===== src/verilog/bkf_pkg.sv =====
// constants, field positions and types of the backlight fault status register group
// assumes one 50 MHz clock shared by every module that imports it
package bkf_pkg;

	// register addresses
	localparam logic [7:0]  BKF_ADDR_FAULT    = 8'h02;
	localparam logic [7:0]  BKF_ADDR_IDENT    = 8'h03;
	localparam logic [7:0]  BKF_ADDR_DIRECT   = 8'h04;
	localparam logic [7:0]  BKF_ADDR_TEMP_HI  = 8'h05;

	// fault register field positions
	localparam int          BKF_OPEN_BIT      = 7;
	localparam int          BKF_SHORT_BIT     = 6;
	localparam int          BKF_MULTI_BIT     = 5;
	localparam int          BKF_SINGLE_BIT    = 4;
	localparam int          BKF_ANY_LED_BIT   = 3;
	localparam int          BKF_OVC_BIT       = 2;
	localparam int          BKF_TSD_BIT       = 1;
	localparam int          BKF_UV_BIT        = 0;

	// identification field positions
	localparam int          BKF_PANEL_BIT     = 7;
	localparam int          BKF_MAKER_LSB     = 3;

	// widths
	localparam int          BKF_LED_COUNT     = 6;
	localparam int          BKF_TEMP_W        = 11;
	localparam int          BKF_OCP_CNT_W     = 22;

	// reset values
	localparam logic [7:0]  BKF_FAULT_RESET   = 8'h00;
	localparam logic [5:0]  BKF_DIRECT_RESET  = 6'h00;
	localparam logic [10:0] BKF_TEMP_RESET    = 11'h000;
	localparam logic [7:0]  BKF_RDATA_RESET   = 8'h00;

	// identification codes, values arbitrary
	localparam logic        BKF_PANEL_CODE    = 1'h0;
	localparam logic [3:0]  BKF_MAKER_CODE    = 4'h5;
	localparam logic [2:0]  BKF_VERSION_CODE  = 3'h2;

	// timing
	localparam int          BKF_CLK_HZ        = 50_000_000;
	localparam int          BKF_OCP_TIME_MS   = 50;
	localparam int          BKF_OCP_CYCLES    = (BKF_CLK_HZ / 1000) * BKF_OCP_TIME_MS;

	typedef enum logic [1:0] {
		BKF_TS_RUN = 2'b01,
		BKF_TS_HOT = 2'b10
	} bkf_therm_type;

endpackage : bkf_pkg


===== src/verilog/bkf_ocp_if.sv =====
// carrier between the fault register group and its boost-low timer
// assumes both ends share SYS_CLK_I
`timescale 1ns/100ps
interface bkf_ocp_if;
	logic ce;
	logic boost_on;
	logic boost_low;
	logic expired;

	modport timer (input ce, input boost_on, input boost_low, output expired);
	modport owner (output ce, output boost_on, output boost_low, input expired);
endinterface : bkf_ocp_if


===== src/verilog/bkf_ocp_timer.sv =====
// boost-low duration timer for over-current detection
// assumes boost_low synchronous to the clock; count limit may be shortened for simulation
`timescale 1ns/100ps
module bkf_ocp_timer
	import bkf_pkg::*;
#(
	parameter int OCP_CYCLES = BKF_OCP_CYCLES
) (
	// clock and reset
	input  wire logic SYS_CLK_I,
	input  wire logic ARST_N_I,
	// carrier
	bkf_ocp_if.timer  ocp
);
	localparam logic [BKF_OCP_CNT_W-1:0] LIMIT = BKF_OCP_CNT_W'(OCP_CYCLES);

	logic [BKF_OCP_CNT_W-1:0] low_count;
	logic                     expired;

	// count continuous low time while the boost runs
	always_ff @(posedge SYS_CLK_I or negedge ARST_N_I) begin
		if (!ARST_N_I) begin
			low_count <= '0;
			expired   <= 1'b0;
		end else if (ocp.ce) begin
			if (!ocp.boost_on || !ocp.boost_low) begin
				low_count <= '0;
				expired   <= 1'b0;
			end else if (low_count != LIMIT) begin
				low_count <= low_count + 1'b1;
			end else begin
				expired   <= 1'b1;
			end
		end
	end

	assign ocp.expired = expired;

	low_restart_a: assert property (@(posedge SYS_CLK_I) disable iff (!ARST_N_I)
		ocp.ce && !ocp.boost_low |=> !expired && low_count == '0)
		else $error("boost-low timer did not restart");

endmodule : bkf_ocp_timer


===== src/verilog/bkf_fault_regs.sv =====
// fault, identification, direct-output and temperature-high-byte registers
// assumes register strobes and pins synchronous to SYS_CLK_I, one access per strobe
// Operation
// - any open LED output sets the sticky open flag, fault bit 7
// - any shorted LED output sets the sticky short flag, fault bit 6
// - bit 5 set when two or more channels have faulted
// - bit 4 set when exactly one channel has faulted
// - bit 3 is the OR of all LED faults
// - boost low over 50 ms sets bit 2 and stops the boost
// - boost restarts by itself once the over-current flag clears
// - die at 150 C sets bit 1, stops boost and LED outputs
// - after thermal shutdown, outputs stay off until die cools to 130 C
// - input under-voltage sets bit 0, outputs off until input recovers
// - any set fault flag holds the open-drain fault pin low
// - reading address 02h or enable pin low clears flags, releases pin
// - direct bits 5:0 at 04h; zero leaves the output under PWM
// - reading the high temperature byte latches the full eleven-bit reading
`timescale 1ns/100ps
module bkf_fault_regs
	import bkf_pkg::*;
#(
	parameter int OCP_CYCLES = BKF_OCP_CYCLES
) (
	// clock, reset, enable
	input  wire logic                     SYS_CLK_I,
	input  wire logic                     ARST_N_I,
	input  wire logic                     CE_I,
	// register access
	input  wire logic [7:0]               REG_ADDR_I,
	input  wire logic                     REG_RD_I,
	input  wire logic                     REG_WR_I,
	input  wire logic [7:0]               REG_WDATA_I,
	output logic      [7:0]               REG_RDATA_O,
	// analog monitors
	input  wire logic [BKF_LED_COUNT-1:0] LED_OPEN_I,
	input  wire logic [BKF_LED_COUNT-1:0] LED_SHORT_I,
	input  wire logic                     BOOST_LOW_I,
	input  wire logic                     DIE_HOT_I,
	input  wire logic                     DIE_COOL_I,
	input  wire logic                     VIN_LOW_I,
	input  wire logic [BKF_TEMP_W-1:0]    TEMP_I,
	// enable pin and pwm
	input  wire logic                     ENABLE_I,
	input  wire logic [BKF_LED_COUNT-1:0] PWM_I,
	// outputs
	output logic                          FAULT_N_O,
	output logic                          FAULT_OE_O,
	output logic                          BOOST_EN_O,
	output logic      [BKF_LED_COUNT-1:0] LED_DRIVE_O,
	output logic      [2:0]               TEMP_LOW_O
);

	function automatic logic [2:0] count_ones(input logic [BKF_LED_COUNT-1:0] v);
		logic [2:0] n;
		n = 3'h0;
		for (int i = 0; i < BKF_LED_COUNT; i++) begin
			n = n + {2'h0, v[i]};
		end
		return n;
	endfunction : count_ones

	logic                     open_flag;
	logic                     short_flag;
	logic [BKF_LED_COUNT-1:0] chan_flag;
	logic                     overcurrent_flag;
	logic                     thermal_shutdown_flag;
	logic                     undervoltage_flag;
	logic [5:0]               direct_sel;
	logic [BKF_TEMP_W-1:0]    temp_hold;
	bkf_therm_type            therm_state;
	bkf_therm_type            next_therm_state;
	logic [7:0]               fault_flags;
	logic [7:0]               next_fault_flags;
	logic [BKF_LED_COUNT-1:0] chan_fault;
	logic [BKF_LED_COUNT-1:0] next_chan_flag;
	logic                     clear_req;
	logic                     any_led_fault_flag;
	logic                     outputs_ok;
	logic                     boost_ok;
	logic [2:0]               chan_total;
	logic [7:0]               ident_word;

	bkf_ocp_if ocp ();

	bkf_ocp_timer #(
		.OCP_CYCLES (OCP_CYCLES)
	) u_ocp_timer (
		.SYS_CLK_I (SYS_CLK_I),
		.ARST_N_I  (ARST_N_I),
		.ocp       (ocp)
	);

	assign ocp.ce        = CE_I;
	assign ocp.boost_on  = BOOST_EN_O;
	assign ocp.boost_low = BOOST_LOW_I;

	assign chan_fault = LED_OPEN_I | LED_SHORT_I;
	assign clear_req  = (REG_RD_I && REG_ADDR_I == BKF_ADDR_FAULT) || !ENABLE_I;
	assign ident_word = {BKF_PANEL_CODE, BKF_MAKER_CODE, BKF_VERSION_CODE};

	// assembled fault register view
	always_comb begin
		chan_total         = count_ones(chan_flag);
		any_led_fault_flag = |chan_flag;
		fault_flags        = BKF_FAULT_RESET;
		fault_flags[BKF_OPEN_BIT]    = open_flag;
		fault_flags[BKF_SHORT_BIT]   = short_flag;
		fault_flags[BKF_MULTI_BIT]   = chan_total >= 3'h2;
		fault_flags[BKF_SINGLE_BIT]  = chan_total == 3'h1;
		fault_flags[BKF_ANY_LED_BIT] = any_led_fault_flag;
		fault_flags[BKF_OVC_BIT]     = overcurrent_flag;
		fault_flags[BKF_TSD_BIT]     = thermal_shutdown_flag;
		fault_flags[BKF_UV_BIT]      = undervoltage_flag;
	end

	// next state of the sticky flags; a set beats a clear in the same cycle
	always_comb begin
		next_chan_flag = (chan_flag & {BKF_LED_COUNT{!clear_req}}) | chan_fault;
		next_fault_flags = BKF_FAULT_RESET;
		next_fault_flags[BKF_OPEN_BIT]  = (open_flag && !clear_req) || |LED_OPEN_I;
		next_fault_flags[BKF_SHORT_BIT] = (short_flag && !clear_req) || |LED_SHORT_I;
		next_fault_flags[BKF_ANY_LED_BIT] = |next_chan_flag;
		next_fault_flags[BKF_OVC_BIT] = (overcurrent_flag && !clear_req) || ocp.expired;
		next_fault_flags[BKF_TSD_BIT] = (thermal_shutdown_flag && !clear_req) || DIE_HOT_I;
		next_fault_flags[BKF_UV_BIT]  = (undervoltage_flag && !clear_req) || VIN_LOW_I;
	end

	always_ff @(posedge SYS_CLK_I or negedge ARST_N_I) begin
		if (!ARST_N_I) begin
			open_flag             <= 1'b0;
			short_flag            <= 1'b0;
			chan_flag             <= '0;
			overcurrent_flag      <= 1'b0;
			thermal_shutdown_flag <= 1'b0;
			undervoltage_flag     <= 1'b0;
		end else if (CE_I) begin
			open_flag             <= next_fault_flags[BKF_OPEN_BIT];
			short_flag            <= next_fault_flags[BKF_SHORT_BIT];
			chan_flag             <= next_chan_flag;
			overcurrent_flag      <= next_fault_flags[BKF_OVC_BIT];
			thermal_shutdown_flag <= next_fault_flags[BKF_TSD_BIT];
			undervoltage_flag     <= next_fault_flags[BKF_UV_BIT];
		end
	end

	// thermal shutdown hysteresis
	always_comb begin
		next_therm_state = therm_state;
		unique case (therm_state)
			BKF_TS_RUN: begin
				if (DIE_HOT_I) begin
					next_therm_state = BKF_TS_HOT;
				end
			end
			BKF_TS_HOT: begin
				if (DIE_COOL_I && !DIE_HOT_I) begin
					next_therm_state = BKF_TS_RUN;
				end
			end
			default: begin
				next_therm_state = BKF_TS_HOT;
			end
		endcase
	end

	always_ff @(posedge SYS_CLK_I or negedge ARST_N_I) begin
		if (!ARST_N_I) begin
			therm_state <= BKF_TS_RUN;
		end else if (CE_I) begin
			therm_state <= next_therm_state;
		end
	end

	assign outputs_ok = next_therm_state == BKF_TS_RUN && !VIN_LOW_I;
	assign boost_ok   = outputs_ok && !next_fault_flags[BKF_OVC_BIT];

	// fault pin, boost enable
	always_ff @(posedge SYS_CLK_I or negedge ARST_N_I) begin
		if (!ARST_N_I) begin
			FAULT_N_O  <= 1'b1;
			FAULT_OE_O <= 1'b0;
			BOOST_EN_O <= 1'b0;
		end else if (CE_I) begin
			FAULT_N_O  <= !(|next_fault_flags);
			FAULT_OE_O <= |next_fault_flags;
			BOOST_EN_O <= boost_ok;
		end
	end

	// per-output PWM or direct drive
	for (genvar g = 0; g < BKF_LED_COUNT; g++) begin : g_led
		always_ff @(posedge SYS_CLK_I or negedge ARST_N_I) begin
			if (!ARST_N_I) begin
				LED_DRIVE_O[g] <= 1'b0;
			end else if (CE_I) begin
				LED_DRIVE_O[g] <= outputs_ok && (direct_sel[g] || PWM_I[g]);
			end
		end
	end

	// direct control register
	always_ff @(posedge SYS_CLK_I or negedge ARST_N_I) begin
		if (!ARST_N_I) begin
			direct_sel <= BKF_DIRECT_RESET;
		end else if (CE_I && REG_WR_I && REG_ADDR_I == BKF_ADDR_DIRECT) begin
			direct_sel <= REG_WDATA_I[5:0];
		end
	end

	// temperature snapshot taken by the high-byte read
	always_ff @(posedge SYS_CLK_I or negedge ARST_N_I) begin
		if (!ARST_N_I) begin
			temp_hold <= BKF_TEMP_RESET;
		end else if (CE_I && REG_RD_I && REG_ADDR_I == BKF_ADDR_TEMP_HI) begin
			temp_hold <= TEMP_I;
		end
	end

	assign TEMP_LOW_O = temp_hold[2:0];

	// read data, one cycle after the strobe
	always_ff @(posedge SYS_CLK_I or negedge ARST_N_I) begin
		if (!ARST_N_I) begin
			REG_RDATA_O <= BKF_RDATA_RESET;
		end else if (CE_I && REG_RD_I) begin
			unique case (REG_ADDR_I)
				BKF_ADDR_FAULT:   REG_RDATA_O <= fault_flags;
				BKF_ADDR_IDENT:   REG_RDATA_O <= ident_word;
				BKF_ADDR_DIRECT:  REG_RDATA_O <= {2'h0, direct_sel};
				BKF_ADDR_TEMP_HI: REG_RDATA_O <= TEMP_I[10:3];
				default:          REG_RDATA_O <= BKF_RDATA_RESET;
			endcase
		end
	end

	open_flag_a: assert property (@(posedge SYS_CLK_I) disable iff (!ARST_N_I)
		CE_I && |LED_OPEN_I |=> fault_flags[BKF_OPEN_BIT] && !FAULT_N_O)
		else $error("open fault not flagged");
	short_flag_a: assert property (@(posedge SYS_CLK_I) disable iff (!ARST_N_I)
		CE_I && |LED_SHORT_I |=> fault_flags[BKF_SHORT_BIT] && FAULT_OE_O)
		else $error("short fault not flagged");
	multi_chan_a: assert property (@(posedge SYS_CLK_I) disable iff (!ARST_N_I)
		CE_I && count_ones(chan_fault) >= 3'h2 |=> fault_flags[BKF_MULTI_BIT]
		&& !fault_flags[BKF_SINGLE_BIT])
		else $error("multi-channel fault not flagged");
	single_chan_a: assert property (@(posedge SYS_CLK_I) disable iff (!ARST_N_I)
		CE_I && (chan_flag == '0 || clear_req) && count_ones(chan_fault) == 3'h1
		|=> fault_flags[BKF_SINGLE_BIT] && !fault_flags[BKF_MULTI_BIT])
		else $error("single-channel fault not flagged");
	any_led_a: assert property (@(posedge SYS_CLK_I) disable iff (!ARST_N_I)
		fault_flags[BKF_ANY_LED_BIT] == (fault_flags[BKF_OPEN_BIT] || fault_flags[BKF_SHORT_BIT]))
		else $error("any-LED flag disagrees with open and short flags");
	ovc_stop_a: assert property (@(posedge SYS_CLK_I) disable iff (!ARST_N_I)
		CE_I && ocp.expired |=> overcurrent_flag && !BOOST_EN_O)
		else $error("over-current did not stop the boost");
	boost_restart_a: assert property (@(posedge SYS_CLK_I) disable iff (!ARST_N_I)
		CE_I && $fell(overcurrent_flag) && therm_state == BKF_TS_RUN && !$past(VIN_LOW_I)
		&& !DIE_HOT_I |-> BOOST_EN_O)
		else $error("boost did not restart after over-current clear");
	therm_stop_a: assert property (@(posedge SYS_CLK_I) disable iff (!ARST_N_I)
		CE_I && DIE_HOT_I |=> thermal_shutdown_flag && !BOOST_EN_O && LED_DRIVE_O == '0)
		else $error("thermal shutdown did not stop outputs");
	therm_hold_a: assert property (@(posedge SYS_CLK_I) disable iff (!ARST_N_I)
		CE_I && therm_state == BKF_TS_HOT && !DIE_COOL_I |=> therm_state == BKF_TS_HOT
		&& LED_DRIVE_O == '0)
		else $error("outputs left shutdown before cooling");
	uv_stop_a: assert property (@(posedge SYS_CLK_I) disable iff (!ARST_N_I)
		CE_I && VIN_LOW_I |=> undervoltage_flag && !BOOST_EN_O && LED_DRIVE_O == '0)
		else $error("under-voltage did not stop outputs");
	pin_hold_a: assert property (@(posedge SYS_CLK_I) disable iff (!ARST_N_I)
		CE_I && |fault_flags && !clear_req |=> FAULT_OE_O && !FAULT_N_O)
		else $error("fault pin released while a flag is set");
	flag_clear_a: assert property (@(posedge SYS_CLK_I) disable iff (!ARST_N_I)
		CE_I && clear_req && chan_fault == '0 && !ocp.expired && !DIE_HOT_I && !VIN_LOW_I
		|=> fault_flags == BKF_FAULT_RESET && FAULT_N_O && !FAULT_OE_O)
		else $error("flags not cleared");
	direct_drive_a: assert property (@(posedge SYS_CLK_I) disable iff (!ARST_N_I)
		CE_I && outputs_ok |=> LED_DRIVE_O == ($past(direct_sel) | $past(PWM_I)))
		else $error("LED drive does not follow direct and PWM selection");
	temp_latch_a: assert property (@(posedge SYS_CLK_I) disable iff (!ARST_N_I)
		CE_I && REG_RD_I && REG_ADDR_I == BKF_ADDR_TEMP_HI
		|=> REG_RDATA_O == $past(TEMP_I[10:3]) && TEMP_LOW_O == $past(TEMP_I[2:0]))
		else $error("temperature not latched on high-byte read");
	ident_read_a: assert property (@(posedge SYS_CLK_I) disable iff (!ARST_N_I)
		CE_I && REG_RD_I && REG_ADDR_I == BKF_ADDR_IDENT |=> REG_RDATA_O == ident_word)
		else $error("identification read wrong");

endmodule : bkf_fault_regs


===== config.mk =====
export PLATFORM = sky130hd
export DESIGN_NAME = bkf_fault_regs
export DESIGN_NICKNAME = d
export VERILOG_FILES = /design/src/verilog/bkf_pkg.sv /design/src/verilog/bkf_ocp_if.sv /design/src/verilog/bkf_ocp_timer.sv /design/src/verilog/bkf_fault_regs.sv
export SDC_FILE = /design/constraint.sdc
export NUM_CORES = 1
export LEC_CHECK = 0
export ABC_CLOCK_PERIOD_IN_PS = 2800
export BUFFER_PORTS_ARGS = -buffer_cell sky130_fd_sc_hd__buf_2
export CAP_MARGIN = 20
export CORE_MARGIN = 2
export CORE_UTILIZATION = 49
export DETAILED_ROUTE_END_ITERATION = 8
export GPL_TIMING_DRIVEN = 0
export PLACE_DENSITY_LB_ADDON = 0.15
export SLEW_MARGIN = 20
export SYNTH_ARGS = -nofsm -noshare
export SYNTH_HDL_FRONTEND = slang
export SYNTH_SLANG_ARGS = --single-unit

===== constraint.sdc =====
create_clock -name SYS_CLK_I -period 2.8 [get_ports SYS_CLK_I]
set_input_delay 0.28 -clock SYS_CLK_I [delete_from_list [all_inputs] [get_ports SYS_CLK_I]]
set_output_delay 0.28 -clock SYS_CLK_I [all_outputs]
set_load 0.005 [all_outputs]

* After elaboration in Yosys (flattened, before gate mapping) *
Cells that the tools add are included.

storage, ports and cells
  flip-flop bits (word level) = 62
  input bits = 55
  output and inout bits = 20

operators by class
  $add $sub $neg = 6
  order comparisons = 1
  eq/ne operators = 10
  muxes and demuxes = 8
  bitwise operators = 3
  reductions and logical operators = 47

operators by type and width
  kind                                                                                  number
  22-bit 2-to-1 mux                                                                     2
  8-bit case mux with 4 select lines                                                    1
  22-bit by 1-bit adder with 22-bit output (second input constant)                      1
  22-bit != test (second input constant)                                                1
  1-bit logical AND                                                                     19
  6-bit OR reduction                                                                    3
  8-bit by 2-bit == test with 1-bit output (second input constant)                      2
  8-bit by 3-bit == test with 1-bit output (second input constant)                      2
  1-bit logical OR                                                                      13
  6-bit bitwise OR                                                                      2
  11-bit OR reduction                                                                   1
  3-bit by 1-bit adder with 3-bit output                                                3
  1-bit zero test                                                                       8
  6-bit bitwise AND                                                                     1
  2-bit by 1-bit == test with 1-bit output (second input constant)                      2
  2-bit 2-to-1 mux                                                                      2
  2-bit case mux with 2 select lines                                                    1
  2-bit AND reduction                                                                   2
  2-bit by 1-bit adder with 3-bit output                                                1
  3-bit by 1-bit == test with 1-bit output (second input constant)                      1
  3-bit by 2-bit greater-or-equal comparator with 1-bit output (second input constant)  1
  1-bit by 1-bit adder with 2-bit output                                                1
  2-bit == test (second input constant)                                                 1
  1-bit 2-to-1 mux                                                                      2
  other kinds (2)                                                                       2

* Longest topological paths before layout *
  depth after elaboration = 8
  mapped depth = 11
  depth with buffers taken out = 11

* Modules after synthesis *
Synthesis repeated with hierarchy kept, for this count alone.

second synthesis, totals
  cells, all modules = 360
  area total of the unflattened synthesis = 3493.4 µm²

by module, submodules not included
  module          instances  cells each  area an instance (µm²)  sequential area each (µm²)
  bkf_fault_regs  1          189         2013.2                  978.4
  bkf_ocp_timer   1          171         1480.2                  575.6

* Least setup slack after synthesis *
Ideal clock, no wire load.

  path kind = register to register
  from = register chan_flag[0]
  to = register REG_RDATA_O[4]
  setup time = 0.138 ns
  arrival = 2.548 ns
  slack = 0.114 ns
  stages on the path, launching flop included = 12
  buffers on the path = 0
  period minus slack after synthesis = 2.686 ns
  cells stage by stage = dfrtp_1 -> fa_1 -> inv_1 -> fa_1 -> inv_1 -> ha_1 -> fa_1 -> nor2_1 -> a32oi_1 -> nor2_1 -> a21oi_1 -> o21ai_0

between the ends
  cells in the longest elaborated chain, start to end = 7

RTL lines
  element                                              RTL line               RTL
  from (decl)                                          bkf_fault_regs.sv:64   logic [BKF_LED_COUNT-1:0] chan_flag;
  from (signal assigned)                               bkf_fault_regs.sv:139  chan_flag <= next_chan_flag;
  1-bit by 1-bit adder with 2-bit output               bkf_fault_regs.sv:57   n = n + {2'h0, v[i]};
  2-bit by 1-bit adder with 3-bit output               bkf_fault_regs.sv:57
  3-bit by 1-bit adder with 3-bit output (3 in a row)  bkf_fault_regs.sv:57
  3-bit by 1-bit == test with 1-bit output             bkf_fault_regs.sv:109  fault_flags[BKF_SINGLE_BIT] = chan_total == 3'h1;
  8-bit case mux with 4 select lines                   bkf_fault_regs.sv:226  unique case (REG_ADDR_I)
  to (signal assigned)                                 bkf_fault_regs.sv:227  BKF_ADDR_FAULT: REG_RDATA_O <= fault_flags;
  to (signal assigned)                                 bkf_fault_regs.sv:228  BKF_ADDR_IDENT: REG_RDATA_O <= ident_word;
  to (signal assigned)                                 bkf_fault_regs.sv:229  BKF_ADDR_DIRECT: REG_RDATA_O <= {2'h0, direct_sel};
  to (decl)                                            bkf_fault_regs.sv:33   output logic [7:0] REG_RDATA_O,

Every way passes these cells.
A chain may end at the register's enable or synchronous reset.

* Worst setup path in the final report *
Same ends and word-level chain as after synthesis.

==> flow_metrics.py <==
metrics = {
    "layout": {
        "post-route-util_pct": 62.0,
        "fill_cells": 546,
        "antennaDiodeCount": 0,
        "drive_gt1_share_pct": 29.5,
        "finalInstanceArea_sq_um": 3940,
        "multi_input_area_sq_um": 1580,
        "nets": 467,
        "regArea_sq_um": 1550,
        "areaGrowthSynthToFinish_pct": 22.3,
    },
    "grt": {
        "grt_use_total_pct": 21.7,
        "grt_first_pass_wirelength_um": 12400,
        "grt_max_degree": 55,
        "antenna_found_initial": 0,
        "grt_pass1_vias": 2640,
        "grt_overflow": 0,
    },
    "place": {
        "portBuffers": 71,
        "hpwl_um": 5450,
        "dp_slack_ps": -53.0,
        "routabilityCongestion": 0.802,
        "place_area_sq_um": 3700,
    },
    "synth": {
        "syn_nets": 381,
        "synth-seq-cells": 62,
        "synth_edf_count": 0,
        "synthTopCellsByCount": "dfrtp_1 (60), nor2_1 (38), nand2_1 (36)",
        "synth_area_leaders": "dfrtp_1 (47%), nor2_1 (4.4%), nand2_1 (4.2%)",
        "synth_mux_area_share_pct": 3.85,
        "synth.most_common_cell": "dfrtp_1",
        "synth_seq_area_share_pct": 48.3,
        "synth_compound_area_share_pct": 14.2,
        "synth-main-ff-cell": "dfrtp_1",
        "synth_cell_type_count": 60,
        "synth_area_per_cell_sq_um": 10.2,
        "synth_simple_gate_area_share_pct": 22.6,
        "synthAdderAreaFrac_pct": 4.20,
        "synth_top_family_by_area": "simple AND/OR/NAND/NOR gates",
        "synth_xor_area_share_pct": 3.81,
        "netlist.top_cell.by_area": "dfrtp_1",
        "synth_cells": 317,
        "yosysTopAreaCellShare_pct": 46.7,
        "synthArstFlopShare_pct": 100,
        "synth_area_sq_um": 3220,
        "synth_warnings": 0,
    },
    "setup_path": {
        "worst_setup_path_end_kind": "flip-flop",
        "r2r_cells": 11,
        "start_kind": "flip-flop",
        "cpMostUsedCell": "fa_1",
        "critical-path-top-delay-family": "adder cells",
        "crit_type": "flip-flop to flip-flop",
        "cp_slowest_cell": "fa_1",
        "worstPathRequired_ps": 3010,
        "crit_buf_inv": 2,
        "crit_chain": "fa_1 -> inv_1 -> fa_1 -> inv_1 -> ha_2 -> fa_1 -> nor2_2 -> a32oi_1 -> nor2_1 -> a21oi_1 -> o21ai_1",
        "cpPeakStageDelay_ps": 540,
        "cp_max_fo": 2,
        "critical_path_depth": 11,
        "cp.arrival_ps": 2980,
    },
    "power_and_ir_drop": {
        "power_density_nw_per_um2": 538,
        "p_leak_nw": 1.91,
        "vdd_drop_max_mv": 0.342,
    },
    "sta": {
        "holdWs_ps": 153,
        "final.setup.worst_slack_ps": 32.5,
        "fin_skew_ps": 13.4,
        "drv_slew": 0,
        "max_freq_mhz": 361,
        "finalHoldViolCount": 0,
        "rsz0062_at_grt": "true",
        "worst_pin_slew_ps": 769,
        "finalCritPeriodShare_pct": 98.8,
        "setup_viol": 0,
        "period_needed_ps": 2770,
        "timing.slew.headroom_pct": 48.8,
    },
    "clock_network": {
        "clock_tree.buffer_depth": 2,
        "clk-insertion-delay-late_ps": 340,
        "clkTransAtPathRegs_ps": 70,
        "cts_sinks": 62,
        "numCtsBuffers": 9,
        "tritoncts": "yes",
        "htreeDepth": 3,
        "cts-root-buf": "clkbuf_8",
    },
    "floorplan": {
        "coreArea_sq_um": 6350,
        "dieHeight_um": 85.0,
        "design.portCount": 75,
        "die_w_um": 85.0,
        "num_rows": 29,
        "start_util_pct": 50.7,
        "die-area_sq_um": 7230,
    },
    "min_path": {
        "worstHoldPathType": "input pin to flip-flop",
        "hold_depth": 2,
    },
    "routing": {
        "viasPerCell": 5.43,
        "first_iter_violations": 115,
        "post_drt_wl_per_cell_um": 15.2,
        "route.detailed.drc": 0,
        "ant_nets": 0,
        "firstDrtPassIters": 6,
        "finalWirelength_um": 7340,
        "vias": 2627,
    },
    "run": {
        "max_cap_viol_count": 0,
    },
    "run_status": {
        "outcome": "completed",
    },
}
cell usage in the layout (no fill, tap or decap), types with 2 or more instances in the layout:
cell and count:
a21o_1 3, a21oi_1 9, a22o_1 6, a22oi_1 6, and2_1 2, and3_1 3, and3_2 2, buf_2 75
buf_4 3, clkbuf_1 4, clkbuf_8 11, dfrtp_1 60, dfstp_2 2, fa_1 3, ha_1 5, inv_1 16
mux2_1 6, mux2_2 5, nand2_1 36, nand3_1 10, nand4_1 6, nor2_1 37, nor2_2 2, nor2_4 2
nor2b_1 5, nor3_1 2, nor4_1 4, nor4_2 2, nor4b_2 2, o211ai_1 2, o21ai_0 16, o21ai_1 3
o2bb2ai_1 6, o31ai_1 3, or4_1 3, xnor2_1 5, xor2_1 9
final cells by class:
cell class / count / area share [%]
Clock inverter: 3 / 1.11
Inverter: 16 / 1.53
Tap cell: 77 / 2.45
Timing Repair Buffer: 75 / 10.4
Sequential cell: 62 / 39.5
Buffer: 9 / 1.02
Multi-Input combinational cell: 230 / 40.0
Clock buffer: 12 / 3.94
routing by layer:
metal / GRT usage, % / routed length, um
met1: 27.6 / 3220
met2: 36.3 / 3660
met3: 3.99 / 330
met4: 9.24 / 131
met5: 0 / 0
metrics by stage:
stage                     TNS [ps]  cells  total power [W]
after floorplan                  0    317          0.00119
after CTS                        0    483          0.00214
after detailed placement     -90.8    466          0.00133
after global routing          -185    484          0.00223
after global placement       -59.3    465          0.00131
final                            0    484          0.00212
final timing paths:
path | slack (ps) | start | end
min reg2reg | 480 | REG_RDATA_O[3] | REG_RDATA_O[3]
max reg2reg | 30 | chan_flag[0] | REG_RDATA_O[4]
max in group asynchronous | 1950 | ARST_N_I | FAULT_N_O
min | 150 | REG_WDATA_I[3] | direct_sel[3]
max | 30 | chan_flag[0] | REG_RDATA_O[4]
min in group asynchronous | 310 | ARST_N_I | chan_flag[2]
power breakdown:
group          leakage [nW]  switching, W  internal [W]
clock network         0.102      0.000342      0.000455
logic                 0.996      0.000178      0.000157
registers             0.816     0.0000437      0.000942
total                  1.91      0.000564       0.00155
sequential cells by signal (all words and copies together) (netlist names), 2 cells and up:
register	flops
u_ocp_timer.low_count	22
direct_sel	6
chan_flag	6
LED_DRIVE_O	6
temp_hold	3
therm_state	2
REG_RDATA_O	8
timing repair:
action,in CTS,in global routing
buffers inserted,1,1
resized for setup,3,2
setup endpoints to repair,2,2
hold buffers,1,0
pin swaps,3,2
gates cloned,0,0
hold endpoints to repair,8,0
kinds of logic (layout without fill, tap and decap cells):
family / count (synthesis) / count (layout)
flip-flops: 62 / 62
adder cells (fa/ha/maj): 9 / 9
AO/OA/AOI/OAI: 65 / 65
multiplexers: 11 / 11
XOR/XNOR: 14 / 14
buffers and inverters: 25 / 115
AND/OR/NAND/NOR: 131 / 131
Power figures use the tool's default switching activity.
